**config.mk**
```make
export PLATFORM = sky130hd
export DESIGN_NAME = trb_timer
export DESIGN_NICKNAME = d
export VERILOG_FILES = /design/src/trb_pkg.sv /design/src/trb_tick_if.sv /design/src/trb_tick_gen.sv /design/src/trb_timer.sv
export SDC_FILE = /design/constraint.sdc
export NUM_CORES = 1
export LEC_CHECK = 0
export BUFFER_PORTS_ARGS = -buffer_cell sky130_fd_sc_hd__buf_2
export CAP_MARGIN = 25
export CORE_UTILIZATION = 45
export CTS_CLUSTER_SIZE = 40
export DETAILED_ROUTE_END_ITERATION = 8
export PLACE_DENSITY = 0.71
export SLEW_MARGIN = 20
export SYNTH_ARGS = -nofsm -noshare
export SYNTH_HDL_FRONTEND = slang
export SYNTH_SLANG_ARGS = --single-unit
export TNS_END_PERCENT = 5
```
**constraint.sdc**
```tcl
create_clock -name ref_clk -period 3.4 [get_ports ref_clk]
set_input_delay 0 -clock ref_clk [delete_from_list [all_inputs] [get_ports ref_clk]]
set_output_delay 0 -clock ref_clk [all_outputs]
set_load 0.01 [all_outputs]
```
**src/trb_pkg.sv**
```systemverilog
package trb_pkg;
   localparam int unsigned CLK_MHZ = 200;
   localparam int unsigned DIV_F8 = 8;
   localparam int unsigned DIV_F2 = 2;
   localparam logic [9:0] OFS_CONTROL = 10'h108;
   localparam logic [9:0] OFS_ONESHOT = 10'h109;
   localparam logic [9:0] OFS_IO_CONTROL = 10'h10a;
   localparam logic [9:0] OFS_MODE_CONFIG = 10'h10b;
   localparam logic [9:0] OFS_PRESCALER = 10'h10c;
   localparam logic [9:0] OFS_SECONDARY = 10'h10d;
   localparam logic [9:0] OFS_PRIMARY = 10'h10e;
   localparam logic [9:0] OFS_IRQ_STATUS = 10'h110;
   localparam logic [9:0] OFS_IRQ_CLEAR = 10'h111;
   localparam logic [9:0] OFS_IRQ_ENABLE = 10'h112;
   localparam int unsigned MODE_LSB = 0;
   localparam int unsigned WRC_BIT = 3;
   localparam int unsigned SRC_LSB = 4;
   localparam int unsigned CUT_BIT = 7;
   localparam int unsigned START_BIT = 0;
   localparam int unsigned STATUS_BIT = 1;
   localparam int unsigned STOP_BIT = 2;
   localparam int unsigned OST_START_BIT = 0;
   localparam int unsigned OST_STOP_BIT = 1;
   localparam int unsigned OST_STATUS_BIT = 2;
   localparam int unsigned OUT_LEVEL_BIT = 0;
   localparam int unsigned OUT_SWITCH_BIT = 1;
   localparam int unsigned TRIG_EN_BIT = 2;
   localparam int unsigned TRIG_POL_BIT = 3;
   localparam int unsigned IRQ_UNDER_BIT = 0;
   localparam int unsigned IRQ_DONE_BIT = 1;
   localparam logic [7:0] RESET_VAL = 8'h00;
   localparam logic [7:0] RELOAD_RESET = 8'hff;
   localparam logic [7:0] IO_MASK = 8'h0f;
   localparam logic [7:0] MODE_MASK = 8'hbb;
   localparam logic [7:0] IRQ_MASK = 8'h03;
   typedef enum logic [1:0] {
      MODE_TIMER = 2'h0,
      MODE_WAVE = 2'h1,
      MODE_ONESHOT = 2'h2,
      MODE_WAIT_ONESHOT = 2'h3
   } trb_mode_t;
   typedef enum logic [1:0] {
      SRC_F1 = 2'h0,
      SRC_F8 = 2'h1,
      SRC_OTHER = 2'h2,
      SRC_F2 = 2'h3
   } trb_src_t;
endpackage

```
**src/trb_tick_if.sv**
```systemverilog
`timescale 1ns/1ps
interface trb_tick_if;
   logic [1:0] src_sel;
   logic gate_off;
   logic other_underflow;
   logic tick;
   modport gen (input src_sel, input gate_off, input other_underflow,
      output tick);
   modport use_side (output src_sel, output gate_off,
      output other_underflow, input tick);
endinterface

```
**src/trb_tick_gen.sv**
```systemverilog
`timescale 1ns/1ps
module trb_tick_gen
   import trb_pkg::*;
(
   input wire logic ref_clk, // clock
   input wire logic rst, // sync reset
   trb_tick_if.gen tk // source select and tick
);
   logic [2:0] div_reg;
   logic [2:0] div_next;
   logic sel_tick;

   always_comb begin
      div_next = div_reg + 3'h1;
      if (div_reg == 3'(DIV_F8 - 1)) begin
         div_next = 3'h0;
      end
   end

   always_ff @(posedge ref_clk) begin
      if (rst) begin
         div_reg <= 3'h0;
      end else begin
         div_reg <= div_next;
      end
   end

   always_comb begin
      unique case (trb_src_t'(tk.src_sel))
         SRC_F1: sel_tick = 1'b1;
         SRC_F8: sel_tick = (div_reg == 3'(DIV_F8 - 1));
         SRC_OTHER: sel_tick = tk.other_underflow;
         SRC_F2: sel_tick = div_reg[0];
      endcase
      tk.tick = sel_tick & ~tk.gate_off;
   end
endmodule

```
**src/trb_timer.sv**
```systemverilog
// Chosen here: the strobed register port.
`timescale 1ns/1ps
// How it works
// - an 8-bit prescaler feeds an 8-bit timer, each a reload and counter.
// - the timer reloads from a primary or a secondary reload register.
// - every count and reload moves only on a selected count-source tick.
// - mode bits 1:0 pick timer, waveform, one-shot or delayed one-shot.
// - one-shot modes give one pulse per trigger, the wait mode delayed.
// - waveform mode outputs pulses with primary/secondary widths forever.
// - write-control bit 3 at 0 writes reload and counter, at 1 reload only while running.
// - source bits 5:4 pick f1, f8, the other timer's underflow or f2.
// - cutoff bit 7 at 1 blocks the count source.
// - the io control keeps four bits 3:0 and reads zero in bits 7:4.
// - timer mode reloads the primary on underflow and raises a request.
// - timer mode divides by (prescaler+1)*(timer+1).
// - writing start 1 starts; start 0 or forced stop 1 stops counting.
module trb_timer
   import trb_pkg::*;
#(
   parameter int unsigned WIDTH = 8
)(
   input wire logic ref_clk, // 200 MHz clock
   input wire logic rst, // sync reset, high
   input wire logic [9:0] addr, // register address
   input wire logic [7:0] wdata, // write data
   input wire logic wr, // write strobe
   input wire logic rd, // read strobe
   output logic [7:0] rdata, // read data, cycle after rd
   input wire logic other_underflow, // other timer underflow pulse
   input wire logic trig_in, // one-shot trigger pin
   output logic wave_out, // timer output pin level
   output logic underflow, // underflow pulse
   output logic irq // level interrupt
);
   trb_tick_if tk();

   logic [7:0] io_reg, io_next;
   logic [7:0] mode_reg, mode_next;
   logic start_reg, start_next;
   logic run_reg, run_next;
   logic ost_reg, ost_next;
   logic [WIDTH-1:0] pre_rl_reg, pre_rl_next;
   logic [WIDTH-1:0] pre_cnt_reg, pre_cnt_next;
   logic [WIDTH-1:0] pri_rl_reg, pri_rl_next;
   logic [WIDTH-1:0] sec_rl_reg, sec_rl_next;
   logic [WIDTH-1:0] tmr_cnt_reg, tmr_cnt_next;
   logic phase_reg, phase_next;
   logic out_reg, out_next;
   logic trig_d_reg;
   logic [1:0] ist_reg, ist_next;
   logic [1:0] ien_reg, ien_next;
   logic [7:0] rdata_reg, rdata_next;
   logic uf_reg, uf_next;
   logic wave_reg, wave_next;

   logic tick, pre_uf, tmr_uf, trig_edge, both_write, shot_done;
   trb_mode_t mode;

   trb_tick_gen u_tick (
      .ref_clk (ref_clk),
      .rst (rst),
      .tk (tk.gen)
   );

   function automatic logic wr_hit(input logic [9:0] a);
      return wr && (addr == a);
   endfunction

   function automatic logic [WIDTH-1:0] dec(input logic [WIDTH-1:0] v);
      return v - WIDTH'(1);
   endfunction

   function automatic logic is_shot(input trb_mode_t m);
      return m == MODE_ONESHOT || m == MODE_WAIT_ONESHOT;
   endfunction

   ////////////////////////////////////////////////////////////////////////////

   assign tk.src_sel = mode_reg[SRC_LSB+:2];
   assign tk.gate_off = mode_reg[CUT_BIT];
   assign tk.other_underflow = other_underflow;
   assign mode = trb_mode_t'(mode_reg[MODE_LSB+:2]);

   always_comb begin
      // counting only on a gated tick while running
      tick = tk.tick & run_reg;
      pre_uf = tick && (pre_cnt_reg == '0);
      tmr_uf = pre_uf && (tmr_cnt_reg == '0);
      trig_edge = (trig_in ^ trig_d_reg) &
         (trig_in ^ io_reg[TRIG_POL_BIT]) & io_reg[TRIG_EN_BIT];
      both_write = ~run_reg | ~mode_reg[WRC_BIT];
      // last underflow of a shot, delay phase already spent
      shot_done = tmr_uf && is_shot(mode) &&
         (mode == MODE_ONESHOT || phase_reg);
   end

   ////////////////////////////////////////////////////////////////////////////

   always_comb begin
      io_next = io_reg;
      mode_next = mode_reg;
      start_next = start_reg;
      ost_next = ost_reg;
      if (wr_hit(OFS_IO_CONTROL)) begin
         io_next = wdata & IO_MASK;
      end
      // mode, source and cutoff accepted only while stopped
      if (wr_hit(OFS_MODE_CONFIG)) begin
         if (!start_reg && !run_reg) begin
            mode_next = wdata & MODE_MASK;
         end else begin
            mode_next[WRC_BIT] = wdata[WRC_BIT];
         end
      end
      if (wr_hit(OFS_CONTROL)) begin
         start_next = wdata[START_BIT] & ~wdata[STOP_BIT];
      end
      if (wr_hit(OFS_ONESHOT)) begin
         if (wdata[OST_START_BIT]) begin
            ost_next = 1'b1;
         end
         if (wdata[OST_STOP_BIT]) begin
            ost_next = 1'b0;
         end
      end
      // a finished shot waits for a fresh trigger
      if (shot_done) begin
         ost_next = 1'b0;
      end
      if (trig_edge && start_reg) begin
         ost_next = 1'b1;
      end
      if (wr_hit(OFS_CONTROL) && wdata[STOP_BIT]) begin
         ost_next = 1'b0;
      end
   end

   ////////////////////////////////////////////////////////////////////////////

   always_comb begin
      run_next = start_reg;
      if (is_shot(mode)) begin
         run_next = start_reg & ost_reg;
      end
      pre_rl_next = pre_rl_reg;
      pre_cnt_next = pre_cnt_reg;
      pri_rl_next = pri_rl_reg;
      sec_rl_next = sec_rl_reg;
      tmr_cnt_next = tmr_cnt_reg;
      phase_next = phase_reg;
      out_next = out_reg;
      uf_next = 1'b0;
      if (tick) begin
         pre_cnt_next = pre_uf ? pre_rl_reg : dec(pre_cnt_reg);
      end
      if (pre_uf) begin
         tmr_cnt_next = dec(tmr_cnt_reg);
      end
      if (tmr_uf) begin
         uf_next = 1'b1;
         unique case (mode)
            MODE_TIMER: begin
               tmr_cnt_next = pri_rl_reg;
            end
            MODE_WAVE: begin
               // alternate primary and secondary widths
               tmr_cnt_next = phase_reg ? pri_rl_reg : sec_rl_reg;
               phase_next = ~phase_reg;
               out_next = ~out_reg;
            end
            MODE_ONESHOT, MODE_WAIT_ONESHOT: begin
               // two phases: optional delay then pulse
               tmr_cnt_next = phase_reg ? pri_rl_reg : sec_rl_reg;
               phase_next = ~phase_reg;
               if (mode == MODE_ONESHOT || phase_reg) begin
                  tmr_cnt_next = pri_rl_reg;
                  phase_next = 1'b0;
                  out_next = 1'b0;
                  run_next = 1'b0;
               end else begin
                  out_next = 1'b1;
               end
            end
         endcase
      end
      if (!run_reg && !tick) begin
         if (mode == MODE_ONESHOT && ost_reg && start_reg) begin
            out_next = 1'b1;
         end
         if (!ost_reg) begin
            phase_next = 1'b0;
         end
      end
      if (wr_hit(OFS_PRESCALER)) begin
         pre_rl_next = wdata;
         if (both_write) begin
            pre_cnt_next = wdata;
         end
      end
      if (wr_hit(OFS_PRIMARY)) begin
         pri_rl_next = wdata;
         if (both_write) begin
            tmr_cnt_next = wdata;
         end
      end
      if (wr_hit(OFS_SECONDARY)) begin
         sec_rl_next = wdata;
      end
   end

   ////////////////////////////////////////////////////////////////////////////

   always_comb begin
      ien_next = ien_reg;
      ist_next = ist_reg;
      if (wr_hit(OFS_IRQ_ENABLE)) begin
         ien_next = wdata[1:0];
      end
      if (wr_hit(OFS_IRQ_CLEAR)) begin
         ist_next = ist_reg & ~wdata[1:0];
      end
      // set wins over clear
      if (tmr_uf) begin
         ist_next[IRQ_UNDER_BIT] = 1'b1;
      end
      if (shot_done) begin
         ist_next[IRQ_DONE_BIT] = 1'b1;
      end
   end

   always_comb begin
      rdata_next = 8'h00;
      if (rd) begin
         unique case (addr)
            OFS_CONTROL: begin
               rdata_next[START_BIT] = start_reg;
               rdata_next[STATUS_BIT] = run_reg;
            end
            OFS_ONESHOT: begin
               rdata_next[OST_START_BIT] = ost_reg;
               rdata_next[OST_STATUS_BIT] = run_reg;
            end
            OFS_IO_CONTROL: rdata_next = io_reg & IO_MASK;
            OFS_MODE_CONFIG: rdata_next = mode_reg & MODE_MASK;
            OFS_PRESCALER: rdata_next = pre_cnt_reg;
            OFS_SECONDARY: rdata_next = sec_rl_reg;
            OFS_PRIMARY: rdata_next = tmr_cnt_reg;
            OFS_IRQ_STATUS: rdata_next = {6'h00, ist_reg};
            OFS_IRQ_ENABLE: rdata_next = {6'h00, ien_reg};
            default: rdata_next = 8'h00;
         endcase
      end
   end

   ////////////////////////////////////////////////////////////////////////////

   // config, start and trigger history
   always_ff @(posedge ref_clk) begin
      if (rst) begin
         io_reg <= RESET_VAL;
         mode_reg <= RESET_VAL;
         start_reg <= 1'b0;
         ost_reg <= 1'b0;
         trig_d_reg <= 1'b0;
      end else begin
         io_reg <= io_next;
         mode_reg <= mode_next;
         start_reg <= start_next;
         ost_reg <= ost_next;
         trig_d_reg <= trig_in;
      end
   end

   // counters, reloads and the output phase
   always_ff @(posedge ref_clk) begin
      if (rst) begin
         run_reg <= 1'b0;
         pre_rl_reg <= RELOAD_RESET;
         pre_cnt_reg <= RELOAD_RESET;
         pri_rl_reg <= RELOAD_RESET;
         sec_rl_reg <= RELOAD_RESET;
         tmr_cnt_reg <= RELOAD_RESET;
         phase_reg <= 1'b0;
         out_reg <= 1'b0;
         uf_reg <= 1'b0;
      end else begin
         run_reg <= run_next;
         pre_rl_reg <= pre_rl_next;
         pre_cnt_reg <= pre_cnt_next;
         pri_rl_reg <= pri_rl_next;
         sec_rl_reg <= sec_rl_next;
         tmr_cnt_reg <= tmr_cnt_next;
         phase_reg <= phase_next;
         out_reg <= out_next;
         uf_reg <= uf_next;
      end
   end

   // interrupt status and enable
   always_ff @(posedge ref_clk) begin
      if (rst) begin
         ist_reg <= 2'h0;
         ien_reg <= 2'h0;
      end else begin
         ist_reg <= ist_next;
         ien_reg <= ien_next;
      end
   end

   // read data for one cycle after the strobe
   always_ff @(posedge ref_clk) begin
      if (rst) begin
         rdata_reg <= 8'h00;
      end else begin
         rdata_reg <= rdata_next;
      end
   end

   ////////////////////////////////////////////////////////////////////////////

   // output switch picks timer waveform or the level bit
   always_comb begin
      wave_next = io_reg[OUT_SWITCH_BIT] ? io_reg[OUT_LEVEL_BIT] :
         (out_reg ^ io_reg[OUT_LEVEL_BIT]);
   end

   always_ff @(posedge ref_clk) begin
      if (rst) begin
         wave_reg <= 1'b0;
      end else begin
         wave_reg <= wave_next;
      end
   end

   always_comb begin
      rdata = rdata_reg;
      underflow = uf_reg;
      irq = |(ist_reg & ien_reg);
      wave_out = wave_reg;
   end
endmodule

```
## Word-level counts from Yosys, hierarchy flattened

Cells that the tools add are included.

| word-level totals | value |
|---|---|
| register bits after elaboration | 73 |
| output and inout port bits | 11 |
| input bits | 24 |
| logic and storage cells | 140 |

| cells by class | value |
|---|---|
| muxes and demuxes | 40 |
| add/subtract/negate cells | 3 |
| reductions and logical operators | 39 |
| eq/ne operators | 17 |
| bitwise logic cells | 20 |

Operator list:

| kind | number |
|---|---|
| $eq A10 B9 Y1 const B | 10 |
| $mux W8 | 10 |
| $pmux W5 S5 | 1 |
| $pmux W8 S3 | 1 |
| $mux W1 | 21 |
| $logic_and A1 B1 Y1 | 19 |
| $logic_not A8 Y1 | 2 |
| $sub A8 B1 Y8 const B | 2 |
| $reduce_or A2 Y1 | 5 |
| $pmux W1 S9 | 1 |
| $eq A2 B2 Y1 const B | 4 |
| $pmux W1 S8 | 1 |
| $not A1 Y1 | 7 |
| $and A1 B1 Y1 | 6 |
| $pmux W1 S5 | 1 |
| $and A2 B2 Y2 | 2 |
| $eq A2 B1 Y1 const B | 2 |
| $logic_not A2 Y1 | 2 |
| $pmux W1 S2 | 2 |
| $pmux W1 S4 | 1 |
| $reduce_and A2 Y1 | 2 |
| $reduce_bool A2 Y1 | 2 |
| $reduce_bool A4 Y1 | 1 |
| $add A3 B1 Y3 const B | 1 |
| 8 further kinds | 13 |

## Longest topological paths before layout

Gate-level depths: netlist of the first run.

| logic depth | value |
|---|---|
| word-level depth | 10 |
| mapped depth | 9 |
| gate-level depth less buffers | 7 |

## Modules after synthesis

A second synthesis of the first run with hierarchy kept.

| unflattened totals | value |
|---|---|
| cell total of the unflattened synthesis | 455 |
| area, all modules | 3980.1 sq um |

By module, submodules not included:

| module | times used | sequential area each (sq um) | area an instance (sq um) | cells each |
|---|---|---|---|---|
| trb_timer | 1 | 1401.3 | 3839.9 | 444 |
| trb_tick_gen | 1 | 60.1 | 140.1 | 11 |

## Worst setup path after synthesis of the first run

Ideal clock, no wire load.

| timing path | value |
|---|---|
| path kind | register to register |
| start point | register pre_cnt_reg[0] |
| end point | register phase_reg |
| data required time | 3.266 ns |
| stages on the path, launching flop included | 10 |
| clock period less this slack | 2.336 ns |
| buffers on the path | 2 |
| arrival time | 2.202 ns |
| setup time | 0.134 ns |
| slack | 1.064 ns |
| path through | dfxtp_1 inv_1 ha_1 or4b_1 buf_2 or2_4 or4_1 buf_2 o21ai_1 a211oi_1 |

| between the ends | value |
|---|---|
| longest elaborated chain between the ends | 6 |

RTL lines:

| element | line | RTL |
|---|---|---|
| from (decl) | trb_timer.sv:43 | `logic [WIDTH-1:0] pre_cnt_reg, pre_cnt_next;` |
| from (signal assigned) | trb_timer.sv:289 | `pre_cnt_reg <= pre_cnt_next;` |
| $logic_not A8 Y1 (*) | trb_timer.sv:87 | `pre_uf = tick && (pre_cnt_reg == '0);` |
| $logic_and A1 B1 Y1 (*) | trb_timer.sv:87 |  |
| $logic_and A1 B1 Y1 (*) | trb_timer.sv:88 | `tmr_uf = pre_uf && (tmr_cnt_reg == '0);` |
| $mux W1 (*) | trb_timer.sv:159 | `if (tmr_uf) begin` |
| $mux W1 | trb_timer.sv:190 | `if (!ost_reg) begin` |
| $mux W1 (*) | trb_timer.sv:186 | `if (!run_reg && !tick) begin` |
| to (signal assigned) | trb_timer.sv:293 | `phase_reg <= phase_next;` |
| to (decl) | trb_timer.sv:47 | `logic phase_reg, phase_next;` |

Mark *: on every way between the ends. The rest lies on a longest branch, timed or not.
A chain may end at the register's enable or synchronous reset.

## Worst setup path after layout of the first run

| timing path | value |
|---|---|
| start point | register pre_cnt_reg[0] |
| end point | register tmr_cnt_reg[1] |

| between the ends | value |
|---|---|
| longest elaborated chain between the ends | 6 |
| elaborated cells on any way between the ends | 7 |
| those cells by class | 4 x mux; 3 x reduce/logical |

RTL lines:

| element | line | RTL |
|---|---|---|
| $logic_not A8 Y1 (*) | trb_timer.sv:87 |  |
| $logic_and A1 B1 Y1 (*) | trb_timer.sv:87 |  |
| $mux W8 / $logic_and A1 B1 Y1 (equally long branches) | trb_timer.sv:156, trb_timer.sv:88 |  |
| $mux W8 (*) | trb_timer.sv:159 |  |
| $mux W8 | trb_timer.sv:202 | `if (both_write) begin` |
| $mux W8 (*) | trb_timer.sv:200 | `if (wr_hit(OFS_PRIMARY)) begin` |
| to (signal assigned) | trb_timer.sv:292 | `tmr_cnt_reg <= tmr_cnt_next;` |
| to (decl) | trb_timer.sv:46 | `logic [WIDTH-1:0] tmr_cnt_reg, tmr_cnt_next;` |

Marked as above.

==> qor.csv, run 1 <==
metric,value,unit
source of the critical timing path,pre_cnt_reg[0]$_SDFF_PP1_,
pin count of the biggest net entering global routing,55,
Mapped Area,0.00379,mm2
run status,completed,
number of warnings issued by yosys,0,
count of standard-cell rows,33,
later-pin clock latency in the skew report,0.35,ns
hold depth,3,
hold buffers post-CTS,8,
number of unique standard cell types used by synthesis,63,
Post-synth EDFFs,0,
Antenna Nets Post-Route,0,
top-level port count,35,
vias per std cell,6.11,
leakage component of the power,1.73,nW
Pwr per Cell Area,383,mW/mm2
Worst Tran Pin Value,0.829,ns
number of violations reported at the end of detailed-routing iteration 0,424,
H-Tree Depth,3,
RSZ-0062 raised after global routing,no,
die footprint,0.00880,mm2
Hold Startpoint,wdata[0],
core area,0.00818,mm2
Max Slew Vio Count,0,
Diodes inserted,0,
Worst path slowest cell,sky130_fd_sc_hd__or4b_1,
initial core utilization,0.464,
async set-or-reset flop fraction in the synthesized netlist,0,
TritonCTS clock tree,yes,
biggest area consumer among synthesized cells,sky130_fd_sc_hd__dfxtp_1,
worst reg2reg path depth,7,
flip-flop and latch count after synthesis,73,
Final Worst Setup Slack,0.673,ns
most common library cell in the layout ignoring fill and taps,sky130_fd_sc_hd__dfxtp_1,
CTS buffer count,9,
final-layout setup total negative slack,0,ns
CP top delay family,simple AND/OR/NAND/NOR gates,
vias in the first global route,3292,
Max Freq,367,MHz
crit path launch type,flop,
width of the die,93.8,um
clk_skew,0.00872,ns
total routing usage reported by global routing,0.262,
startpoint of the worst-slack reg-to-reg timing path,pre_cnt_reg[0]$_SDFF_PP1_,
portion of the clock cycle consumed by the worst path in the final layout,0.802,
Mapped Cells,463,
cells traversed along the worst timing path,"inv_1, ha_1, or4b_1, or2_4, nor4_4, a31oi_1, a221o_1",
maximum buffer depth of the clock tree,2,
clock-pin slew on the worst setup and hold paths,0.08,ns
count of endpoints failing hold in the final timing report,0,
worst setup slack for register-to-register paths,0.67,ns
number of antenna violations at the first check in global routing,0,
pre-CTS worst setup slack,0.741,ns
placed instance count,577,
routed wire length,11000,um
Finished Layout Cells,601,
proportion of layout cells with a drive suffix above 1,0.135,
MaxCap Viol Count,0,
sequential area share after synthesis,0.385,
post-synthesis net count,492,
critical path start-end classification,flop to flop,
DIE HEIGHT,93.8,um
final HPWL from detailed placement,7570,um
port bufs,34,
global-route wire length before repair,17500,um
Worst Path Required,3.65,ns
critical path endpoint category,flop,
relative max-transition margin,0.446,
Worst Path Buf+Inv,1,
GP Congestion,0.934,
Avg Synthesized Cell Area,8.20,um2
crit path max fanout,13,
maximum vdd ir drop,0.178,mV
Num Clock Sinks,73,
Overflow after GRT,0,
number of remaining DRC errors,0,
post-cts gate resize count,0,
Min-Delay Endpoint,io_reg[0]$_SDFFE_PP0P_,
endpoint of the worst-slack reg-to-reg timing path,tmr_cnt_reg[1]$_SDFF_PP1_,
most frequent cells in the layout,"73 x sky130_fd_sc_hd__dfxtp_1, 58 x sky130_fd_sc_hd__nand2_1, 43 x sky130_fd_sc_hd__nor2_1",
crit path time final,2.73,ns
clock root buffer master,sky130_fd_sc_hd__clkbuf_8,
largest stage delay on the critical path,0.58,ns
drt wl/cell,18.4,um
post-CTS setup buffer count,0,
Layout Area Growth over Synthesis,13.4,%
share of Yosys cell area claimed by the top area cell type,0.385,
first-pass iteration count of the detailed router,6,
Final nets,520,
Worst Hold Class,primary input to flop,
DR vias,3674,
most used flip-flop cell after synthesis,sky130_fd_sc_hd__dfxtp_1,
Worst Path Arrival,2.97,ns
count of final setup violators,0,
ranking of synthesized cells by area,"sky130_fd_sc_hd__dfxtp_1 39%, sky130_fd_sc_hd__nand2_1 5.7%, sky130_fd_sc_hd__nor2_1 4.3%",
==> synth_stat cells (2+ instances only) <==
library cell	count
sky130_fd_sc_hd__a2bb2oi_1	2
sky130_fd_sc_hd__or3_1	5
sky130_fd_sc_hd__nor2_1	43
sky130_fd_sc_hd__a21boi_0	2
sky130_fd_sc_hd__nand4b_1	3
sky130_fd_sc_hd__a22oi_1	13
sky130_fd_sc_hd__buf_2	4
sky130_fd_sc_hd__nor4_1	5
sky130_fd_sc_hd__a221o_1	4
sky130_fd_sc_hd__nor3_1	13
sky130_fd_sc_hd__o41ai_1	2
sky130_fd_sc_hd__or4_1	4
sky130_fd_sc_hd__a41oi_1	2
sky130_fd_sc_hd__nand2b_1	8
sky130_fd_sc_hd__dfxtp_1	73
sky130_fd_sc_hd__a31oi_1	6
sky130_fd_sc_hd__and3_1	11
sky130_fd_sc_hd__clkbuf_1	26
sky130_fd_sc_hd__nand3_1	24
sky130_fd_sc_hd__nor3b_1	4
sky130_fd_sc_hd__o211ai_1	9
sky130_fd_sc_hd__o21ai_0	7
sky130_fd_sc_hd__ha_1	5
sky130_fd_sc_hd__and4_1	2
sky130_fd_sc_hd__a211o_1	10
sky130_fd_sc_hd__a221oi_1	2
sky130_fd_sc_hd__nand2_1	58
sky130_fd_sc_hd__a32oi_1	3
sky130_fd_sc_hd__a211oi_1	4
sky130_fd_sc_hd__nand4_1	4
sky130_fd_sc_hd__inv_1	11
sky130_fd_sc_hd__a311oi_1	3
sky130_fd_sc_hd__xnor2_1	5
sky130_fd_sc_hd__o21ai_1	3
sky130_fd_sc_hd__o31ai_1	3
sky130_fd_sc_hd__a21oi_1	29
sky130_fd_sc_hd__a222oi_1	4
sky130_fd_sc_hd__nand3b_1	2
sky130_fd_sc_hd__nor2b_1	7
sky130_fd_sc_hd__mux2i_1	14
sky130_fd_sc_hd__nor4_4	2
==> worst min-delay path, stage by stage <==
cell,delay (ns)
sky130_fd_sc_hd__buf_2,0.17
sky130_fd_sc_hd__nand3_1,0.09
sky130_fd_sc_hd__a21oi_1,0.05
==> report_power, final <==
group	internal [mW]	switching, mW	total (mW)
Combinational	0.0363	0.0675	0.104
Clock	0.357	0.324	0.681
Sequential	0.860	0.00326	0.863
==> final cells by class <==
type	count	area, um2
sequential	73	1460
clock inverter	5	55.1
tap	105	131
fill	811	3870
clock buffer	11	141
inverter	11	41.3
multi-input combinational	347	2170
timing repair buffer	49	303
==> cells by family (layout without fill, tap and decap cells) <==
family                     count (synthesis)  after routing  synth area share
adders and majority gates                  5              5            0.0165
and+or+nand+nor                          204            204             0.280
buffers and inverters                     43             76            0.0448
DFF                                       73             73             0.385
AOI/OAI and AO/OA                        118            118             0.223
muxes                                     15             15            0.0399
xor gates and xnor gates                   5              5            0.0115
==> through the flow <==
| stage | util | area (um2) | hold WS, ns | power, mW |
|---|---|---|---|---|
| after global routing | 0.526 | 4300 | 0.0231 | 1.71 |
| after detailed placement | 0.493 | 4030 | 0.251 | 0.978 |
| final | 0.526 | 4300 | 0.0118 | 1.65 |
| after floorplan | - | 3790 | 0.122 | 0.936 |
| after global placement | 0.493 | 4030 | 0.243 | 0.976 |
| after CTS | 0.526 | 4300 | 0.00189 | 1.65 |
==> worst max-delay path by stage <==
stage	endpoint	slack, ns	depth (start not counted)
6_report	tmr_cnt_reg[1]$_SDFF_PP1_	0.67	7
2_1_floorplan	phase_reg$_SDFF_PP0_	1.06	9
3_5_place_dp	tmr_cnt_reg[2]$_SDFF_PP1_	0.74	7
3_3_place_gp	phase_reg$_SDFF_PP0_	0.84	7
4_1_cts	tmr_cnt_reg[4]$_SDFF_PP1_	0.71	7
5_1_grt	tmr_cnt_reg[4]$_SDFF_PP1_	0.61	7
==> layer usage <==
layer	up-vias	track usage	routed length (um)
met3	19	0.0453	829
met2	155	0.409	5180
li1	1766	-	-
met5	-	0	0
met1	1734	0.361	4810
met4	0	0.0949	216
Power figures use the tool's default switching activity.
==> inputs of run 2 (changes only) <==
--- a/config.mk
+++ b/config.mk
@@ -5,12 +5,13 @@
 export SDC_FILE = /design/constraint.sdc
 export NUM_CORES = 1
 export LEC_CHECK = 0
+export ABC_AREA = 1
 export BUFFER_PORTS_ARGS = -buffer_cell sky130_fd_sc_hd__buf_2
 export CAP_MARGIN = 25
 export CORE_UTILIZATION = 45
 export CTS_CLUSTER_SIZE = 40
 export DETAILED_ROUTE_END_ITERATION = 8
-export PLACE_DENSITY = 0.71
+export PLACE_DENSITY = 0.73
 export SLEW_MARGIN = 20
 export SYNTH_ARGS = -nofsm -noshare
 export SYNTH_HDL_FRONTEND = slang
==> constraint.sdc (replaced) <==
create_clock -name ref_clk -period 2.4 [get_ports ref_clk]
set_input_delay 0 -clock ref_clk [delete_from_list [all_inputs] [get_ports ref_clk]]
set_output_delay 0 -clock ref_clk [all_outputs]
set_load 0.01 [all_outputs]
==> run 2 against run 1 <==
Net effect:
- clock-buffer cell count is the same
- sequential share of layout area shrank 2.2 points
- core utilization grew 0.17 points
- critical endpoint is now tmr_cnt_reg[2]$_SDFF_PP1_
==> qor.csv, run 2 <==
metric,value,unit,change
total routing usage reported by global routing,0.266,,+0.00366
crit path launch type,flop,,
run status,completed,,
number of unique standard cell types used by synthesis,39,,-38%
portion of the clock cycle consumed by the worst path in the final layout,0.826,,+0.0238
count of endpoints failing hold in the final timing report,0,,unchanged
switching share of total power,0.249,,+0.00952
share of Yosys cell area claimed by the top area cell type,0.361,,-0.0238
first-pass iteration count of the detailed router,5,,-1
critical path start-end classification,flop to flop,,
vias in the first global route,3898,,+18%
RSZ-0062 raised after global routing,no,,
Mapped Cells,606,,+31%
Num Clock Sinks,73,,unchanged
biggest area consumer among synthesized cells,sky130_fd_sc_hd__dfxtp_1,,
critical path endpoint category,flop,,
TritonCTS clock tree,yes,,
Finished Layout Cells,766,,+27%
post-cts gate resize count,0,,unchanged
placed instance count,742,,+29%
count of final setup violators,0,,unchanged
later-pin clock latency in the skew report,0.36,ns,about the same
Avg Synthesized Cell Area,6.68,um2,-19%
drt wl/cell,15.7,um,-14%
maximum vdd ir drop,0.268,mV,+51%
port bufs,34,,unchanged
# fillers,856,,+5.5%
GP Congestion,0.949,,+1.6%
DIE HEIGHT,96.8,um,+3.2%
Mapped Area,0.00405,mm2,+6.6%
most used flip-flop cell after synthesis,sky130_fd_sc_hd__dfxtp_1,,
Max Slew Vio Count,0,,unchanged
sequential area share after synthesis,0.361,,-0.0238
worst hold slack across all endpoints,0.0171,ns,+0.00528 ns
Max Freq,505,MHz,+38%
hold buffers post-CTS,8,,unchanged
number of violations reported at the end of detailed-routing iteration 0,378,,-11%
fraction of power consumed by sequential logic,0.526,,+0.002
Antenna Nets Post-Route,0,,unchanged
flip-flop and latch count after synthesis,73,,unchanged
number of antenna violations at the first check in global routing,0,,unchanged
Worst Hold Class,primary input to flop,,
async set-or-reset flop fraction in the synthesized netlist,0,,unchanged
Util after Layout,0.528,,+0.00165
post-synthesis net count,635,,+29%
power share of the combinational group,0.062,,about the same
Layout Area Growth over Synthesis,13.8,%,
cell types with the highest counts after synthesis,"141 x sky130_fd_sc_hd__nand2_1, 73 x sky130_fd_sc_hd__dfxtp_1, 67 x sky130_fd_sc_hd__inv_1",,
routed wire length,12000,um,+9.1%
proportion of layout cells with a drive suffix above 1,0.144,,+0.00930
Worst Path Arrival,2.27,ns,-0.70 ns
final HPWL from detailed placement,8980,um,+19%
H-Tree Depth,3,,unchanged
crit path time final,1.98,ns,-0.745 ns
clock root buffer master,sky130_fd_sc_hd__clkbuf_8,,
width of the die,96.8,um,+3.2%
CTS buffer count,9,,unchanged
Overflow after GRT,0,,unchanged
ranking of synthesized cells by area,"sky130_fd_sc_hd__dfxtp_1 36%, sky130_fd_sc_hd__nand2_1 13%, sky130_fd_sc_hd__inv_1 6.2%",,
die footprint,0.00937,mm2,+6.5%
number of warnings issued by yosys,0,,unchanged
maximum buffer depth of the clock tree,2,,unchanged
top-level port count,35,,unchanged
final-layout setup total negative slack,0,ns,unchanged
MaxCap Viol Count,0,,unchanged
clk_skew,0.0123,ns,+0.00361 ns
cell with the most instances after synthesis,sky130_fd_sc_hd__nand2_1,,
Final nets,682,,+31%
Diodes inserted,0,,unchanged
Post-synth EDFFs,0,,unchanged
Worst Path Required,2.69,ns,-0.96 ns
total internal power,1.74,mW,+39%
DR vias,4279,,+16%
pin count of the biggest net entering global routing,33,,-40%
global-route wire length before repair,19800,um,+13%
net switching power of the design,0.578,mW,+46%
crit path max fanout,8,,-5
share of power burned in the clock network,0.412,,about the same
post-CTS setup buffer count,0,,unchanged
core area,0.00872,mm2,+6.7%
clock-pin slew on the worst setup and hold paths,0.08,ns,about the same
initial core utilization,0.464,,about the same
leakage component of the power,2.24,nW,+30%
number of remaining DRC errors,0,,unchanged
count of standard-cell rows,34,,+3.0%
most frequent cells in the layout,"141 x sky130_fd_sc_hd__nand2_1, 73 x sky130_fd_sc_hd__dfxtp_1, 67 x sky130_fd_sc_hd__inv_1",,
Pwr per Cell Area,503,mW/mm2,+31%
relative max-transition margin,0.593,,+0.147
vias per std cell,5.59,,-8.6%
most common library cell in the layout ignoring fill and taps,sky130_fd_sc_hd__nand2_1,,
Worst Tran Pin Value,0.611,ns,-0.218 ns
==> run 2: cell types whose count changed in the layout (fill, tap and decap cells not counted), sizes merged, moves of 7 or more <==
cell / previous run / this run
a211o: 10 / 0
nand3: 24 / 52
and3: 11 / 0
o21ai: 10 / 60
nand2b: 8 / 0
nand4: 4 / 22
nor4: 7 / 0
inv: 11 / 80
nand2: 58 / 147
mux2i: 14 / 0
nor2b: 7 / 0
a22oi: 13 / 0
nor2: 43 / 70
==> run 2: kinds of logic after synthesis <==
family | Yosys count | synth area share
compound gates | 123 | 0.174
buf+inv | 95 | 0.0943
fa+ha+maj | 5 | 0.0155
xor+xnor | 3 | 0.00650
simple gates | 307 | 0.349
flops | 73 | 0.361
==> run 2: path summary, 6_finish.rpt <==
check,start,to,slack [ns],cells past startpoint
hold reg to reg,u_tick.div_reg[0]$_SDFF_PP0_,u_tick.div_reg[0]$_SDFF_PP0_,0.46,1
setup reg to reg,u_tick.div_reg[0]$_SDFF_PP0_,tmr_cnt_reg[2]$_SDFF_PP1_,0.42,10
setup / recovery,u_tick.div_reg[0]$_SDFF_PP0_,tmr_cnt_reg[2]$_SDFF_PP1_,0.42,10
hold / removal,wdata[3],pri_rl_reg[3]$_SDFFE_PP1P_,0.02,3
==> run 2: cell type report <==
type	instances	area, um2	area share
inverter	80	300	0.0652
tap	108	135	0.0293
timing repair buffer	51	318	0.0690
clock inverter	5	56.3	0.0122
sequential	73	1460	0.317
clock buffer	11	131	0.0285
multi-input combinational	438	2200	0.478
==> run 2: metal layers <==
metal	vias up	GRT usage	part of all wire	wire length, um
met5	-	0	0	0
li1	2112	-	-	-
met1	1974	0.371	0.46	5540
met2	169	0.414	0.44	5240
met3	24	0.0397	0.080	960
met4	0	0.0964	0.024	285
==> run 2: through the flow <==
| stage | instance area (um2) | power (mW) | setup WS (ns) |
|---|---|---|---|
| after floorplan | 4050 | 1.32 | 0.832 |
| after global placement | 4340 | 1.37 | 0.479 |
| after detailed placement | 4340 | 1.38 | 0.425 |
| after CTS | 4600 | 2.32 | 0.412 |
| after global routing | 4600 | 2.39 | 0.268 |
| final | 4600 | 2.32 | 0.418 |
==> run 2: power by group through the flow <==
stage / Clock [mW] / Combinational [mW] / Sequential, mW
after floorplan: 0 / 0.0739 / 1.25
after global placement: 0 / 0.128 / 1.25
after detailed placement: 0 / 0.132 / 1.25
after CTS: 0.960 / 0.142 / 1.22
after global routing: 1.01 / 0.157 / 1.22
final: 0.954 / 0.144 / 1.22
==> run 2: worst max-delay path, cell delays in order, from the launching register on <==
cell                      delay (ns)
sky130_fd_sc_hd__dfxtp_1        0.36
sky130_fd_sc_hd__ha_1           0.17
sky130_fd_sc_hd__ha_1           0.14
sky130_fd_sc_hd__inv_1          0.05
sky130_fd_sc_hd__nand3_1        0.12
sky130_fd_sc_hd__nand2_1        0.06
sky130_fd_sc_hd__nor2_1         0.29
sky130_fd_sc_hd__nand2_1        0.30
sky130_fd_sc_hd__o21ai_0        0.26
sky130_fd_sc_hd__nand3_1        0.09
sky130_fd_sc_hd__o21ai_1        0.09
==> inputs of run 3 (changes only) <==
==> constraint.sdc (replaced) <==
create_clock -name ref_clk -period 1.6 [get_ports ref_clk]
set_input_delay 0 -clock ref_clk [delete_from_list [all_inputs] [get_ports ref_clk]]
set_output_delay 0 -clock ref_clk [all_outputs]
set_load 0.01 [all_outputs]
==> run 3 against run 2 <==
Net effect:
- the flow now finishes with violations (negative setup slack)
- first-iteration DRC count is 1.6% lower
- final area increased by 14%
- non-clock buffer count rose by 50
- maximum frequency rose by 20%
- register-to-register slack lost 0.47 ns
- clock power increased by 88%
- cell count up 6.5%
- worst hold slack got worse by 0.0047 ns
- flip-flop and latch count did not move
- global-route usage is 1.4 points higher
- sequential share of layout area is 3.9 points lower
- core utilization grew 7.6 points
- critical path type unchanged
- critical endpoint is now run_reg$_SDFF_PP0_
- highest routed layer unchanged
==> qor.csv, run 3 (synthesized netlist as in run 2, its figures left out) <==
metric,value,unit,change
number of violations reported at the end of detailed-routing iteration 0,372,,-1.6%
later-pin clock latency in the skew report,0.36,ns,about the same
global-route wire length before repair,20900,um,+5.4%
Num Clock Sinks,73,,unchanged
Worst Hold Class,primary input to flop,,
most common library cell in the layout ignoring fill and taps,sky130_fd_sc_hd__nand2_1,,
run status,finished with violations,,
leakage component of the power,2.55,nW,+14%
maximum vdd ir drop,0.405,mV,+51%
Antenna Nets Post-Route,0,,unchanged
TritonCTS clock tree,yes,,
MaxCap Viol Count,0,,unchanged
Worst Path Arrival,1.90,ns,-0.37 ns
Final nets,732,,+7.3%
routed wire length,12900,um,+7.2%
largest stage delay on the critical path,0.36,ns,about the same
crit path max fanout,7,,-1
# fillers,793,,-7.4%
Worst Path Required,1.85,ns,-0.84 ns
footprint of the multi-input gates,0.00240,mm2,+8.9%
clk_skew,0.00982,ns,-0.00251 ns
most frequent cells in the layout,"133 x sky130_fd_sc_hd__nand2_1, 69 x sky130_fd_sc_hd__dfxtp_1, 64 x sky130_fd_sc_hd__inv_1",,
number of remaining DRC errors,0,,unchanged
portion of the clock cycle consumed by the worst path in the final layout,1.04,,+0.210
number of antenna violations at the first check in global routing,0,,unchanged
Layout Area Growth over Synthesis,30.2,%,
cells traversed along the worst timing path,"ha_4, ha_4, inv_2, nand3_4, nand3_4, nor2_4, buf_12, nand4_1, nor3b_2",,
CP top delay family,simple AND/OR/NAND/NOR gates,,
top-level port count,35,,unchanged
DR vias,4551,,+6.4%
initial core utilization,0.464,,unchanged
maximum buffer depth of the clock tree,2,,unchanged
core area,0.00872,mm2,unchanged
critical path endpoint category,flop,,
die footprint,0.00937,mm2,unchanged
RSZ-0062 raised after global routing,yes,,
DIE HEIGHT,96.8,um,unchanged
GP Congestion,0.962,,+1.4%
vias in the first global route,4295,,+10%
Pwr per Cell Area,733,mW/mm2,+46%
placed instance count,782,,+5.4%
final HPWL from detailed placement,9330,um,+3.9%
Diodes inserted,0,,unchanged
vias per std cell,5.58,,-0.16%
critical path start-end classification,flop to flop,,
crit path time final,1.66,ns,-0.325 ns
total routing usage reported by global routing,0.280,,+0.0138
Max Freq,604,MHz,+20%
crit path launch type,flop,,
Max Slew Vio Count,0,,unchanged
violations in the final reports,negative setup slack,,
count of final setup violators,8,,+8
Worst Path Buf+Inv,2,,+1
width of the die,96.8,um,unchanged
Worst path slowest cell,sky130_fd_sc_hd__dfxtp_2,,
Overflow after GRT,0,,unchanged
pin count of the biggest net entering global routing,33,,unchanged
count of standard-cell rows,34,,unchanged
clock root buffer master,sky130_fd_sc_hd__clkbuf_8,,
Worst Tran Pin Value,0.395,ns,-0.216 ns
relative max-transition margin,0.735,,+0.142
CTS buffer count,9,,unchanged
Finished Layout Cells,816,,+6.5%
first-pass iteration count of the detailed router,5,,unchanged
port bufs,34,,unchanged
clock-pin slew on the worst setup and hold paths,0.08,ns,about the same
Seq. cell area,0.00147,mm2,+0.34%
H-Tree Depth,3,,unchanged
drt wl/cell,15.8,um,+0.62%
Final Worst Setup Slack,-0.0563,ns,-0.475 ns
pre-CTS worst setup slack,-0.195,ns,-0.620 ns
proportion of layout cells with a drive suffix above 1,0.253,,+0.108
count of endpoints failing hold in the final timing report,0,,unchanged
==> run 3: cell count changes in the layout (fill, tap and decap cells not counted), moves of 5 or more <==
cell                      delta
sky130_fd_sc_hd__nand3_1     -6
sky130_fd_sc_hd__buf_4      +41
sky130_fd_sc_hd__nand2_1     -8
sky130_fd_sc_hd__nand2_2     +5
sky130_fd_sc_hd__buf_6       +5
==> run 3: final cells by class <==
cell class	count	area share
Timing Repair Buffer	101	0.138
Inverter	80	0.0570
Clock inverter	6	0.0219
Multi-Input combinational cell	438	0.455
Clock buffer	10	0.0242
Tap cell	108	0.0257
Sequential cell	73	0.278
==> run 3: worst min-delay path: stages <==
cell and delay, ns:
sky130_fd_sc_hd__buf_2 0.10, sky130_fd_sc_hd__nand2_1 0.16, sky130_fd_sc_hd__a21oi_1 0.06
==> run 3: where the power goes <==
| group | internal, mW | leakage (nW) | total, mW | switching [mW] |
|---|---|---|---|---|
| sequential | 1.82 | 0.590 | 1.83 | 0.00735 |
| clock | 1.04 | 0.117 | 1.79 | 0.745 |
| combinational | 0.0843 | 1.84 | 0.236 | 0.152 |
| total | 2.95 | 2.55 | 3.86 | 0.904 |
==> run 3: path summary, 6_finish.rpt <==
path	from	endpoint	slack [ns]	cells after the start
worst max-delay path	u_tick.div_reg[0]$_SDFF_PP0_	run_reg$_SDFF_PP0_	-0.06	9
worst min-delay path	rd	rdata[3]$_SDFF_PP0_	0.01	3
worst max register to register	u_tick.div_reg[0]$_SDFF_PP0_	run_reg$_SDFF_PP0_	-0.06	9
worst min register to register	phase_reg$_SDFF_PP0_	phase_reg$_SDFF_PP0_	0.47	2
==> run 3: metal layers <==
metal | GRT usage | part of all wire
met2 | 0.437 | 0.46
met5 | 0 | 0
met1 | 0.382 | 0.43
met4 | 0.115 | 0.024
met3 | 0.0462 | 0.092
==> run 3: timing repair <==
action | CTS | global route
gates cloned | 0 | 2
setup endpoints to repair | 22 | 23
endpoints found under the hold margin | 26 | 0
hold buffers | 9 | 0
gates resized for setup | 17 | 42
setup buffers | 4 | 3
pin swaps | 6 | 14
==> run 3: metrics by stage <==
stage / setup TNS, ns / util / hold slack [ns] / instance area, um2 / power (mW)
3_3_place_gp: -1.42 / 0.533 / 0.233 / 4650 / 2.08
2_1_floorplan: 0 / - / 0.126 / 4050 / 1.98
3_5_place_dp: -2.50 / 0.533 / 0.243 / 4650 / 2.08
6_report: -0.185 / 0.604 / 0.0125 / 5270 / 3.86
4_1_cts: -0.0418 / 0.583 / 0.0139 / 5080 / 3.87
5_1_grt: -1.72 / 0.604 / 0.0442 / 5270 / 3.99
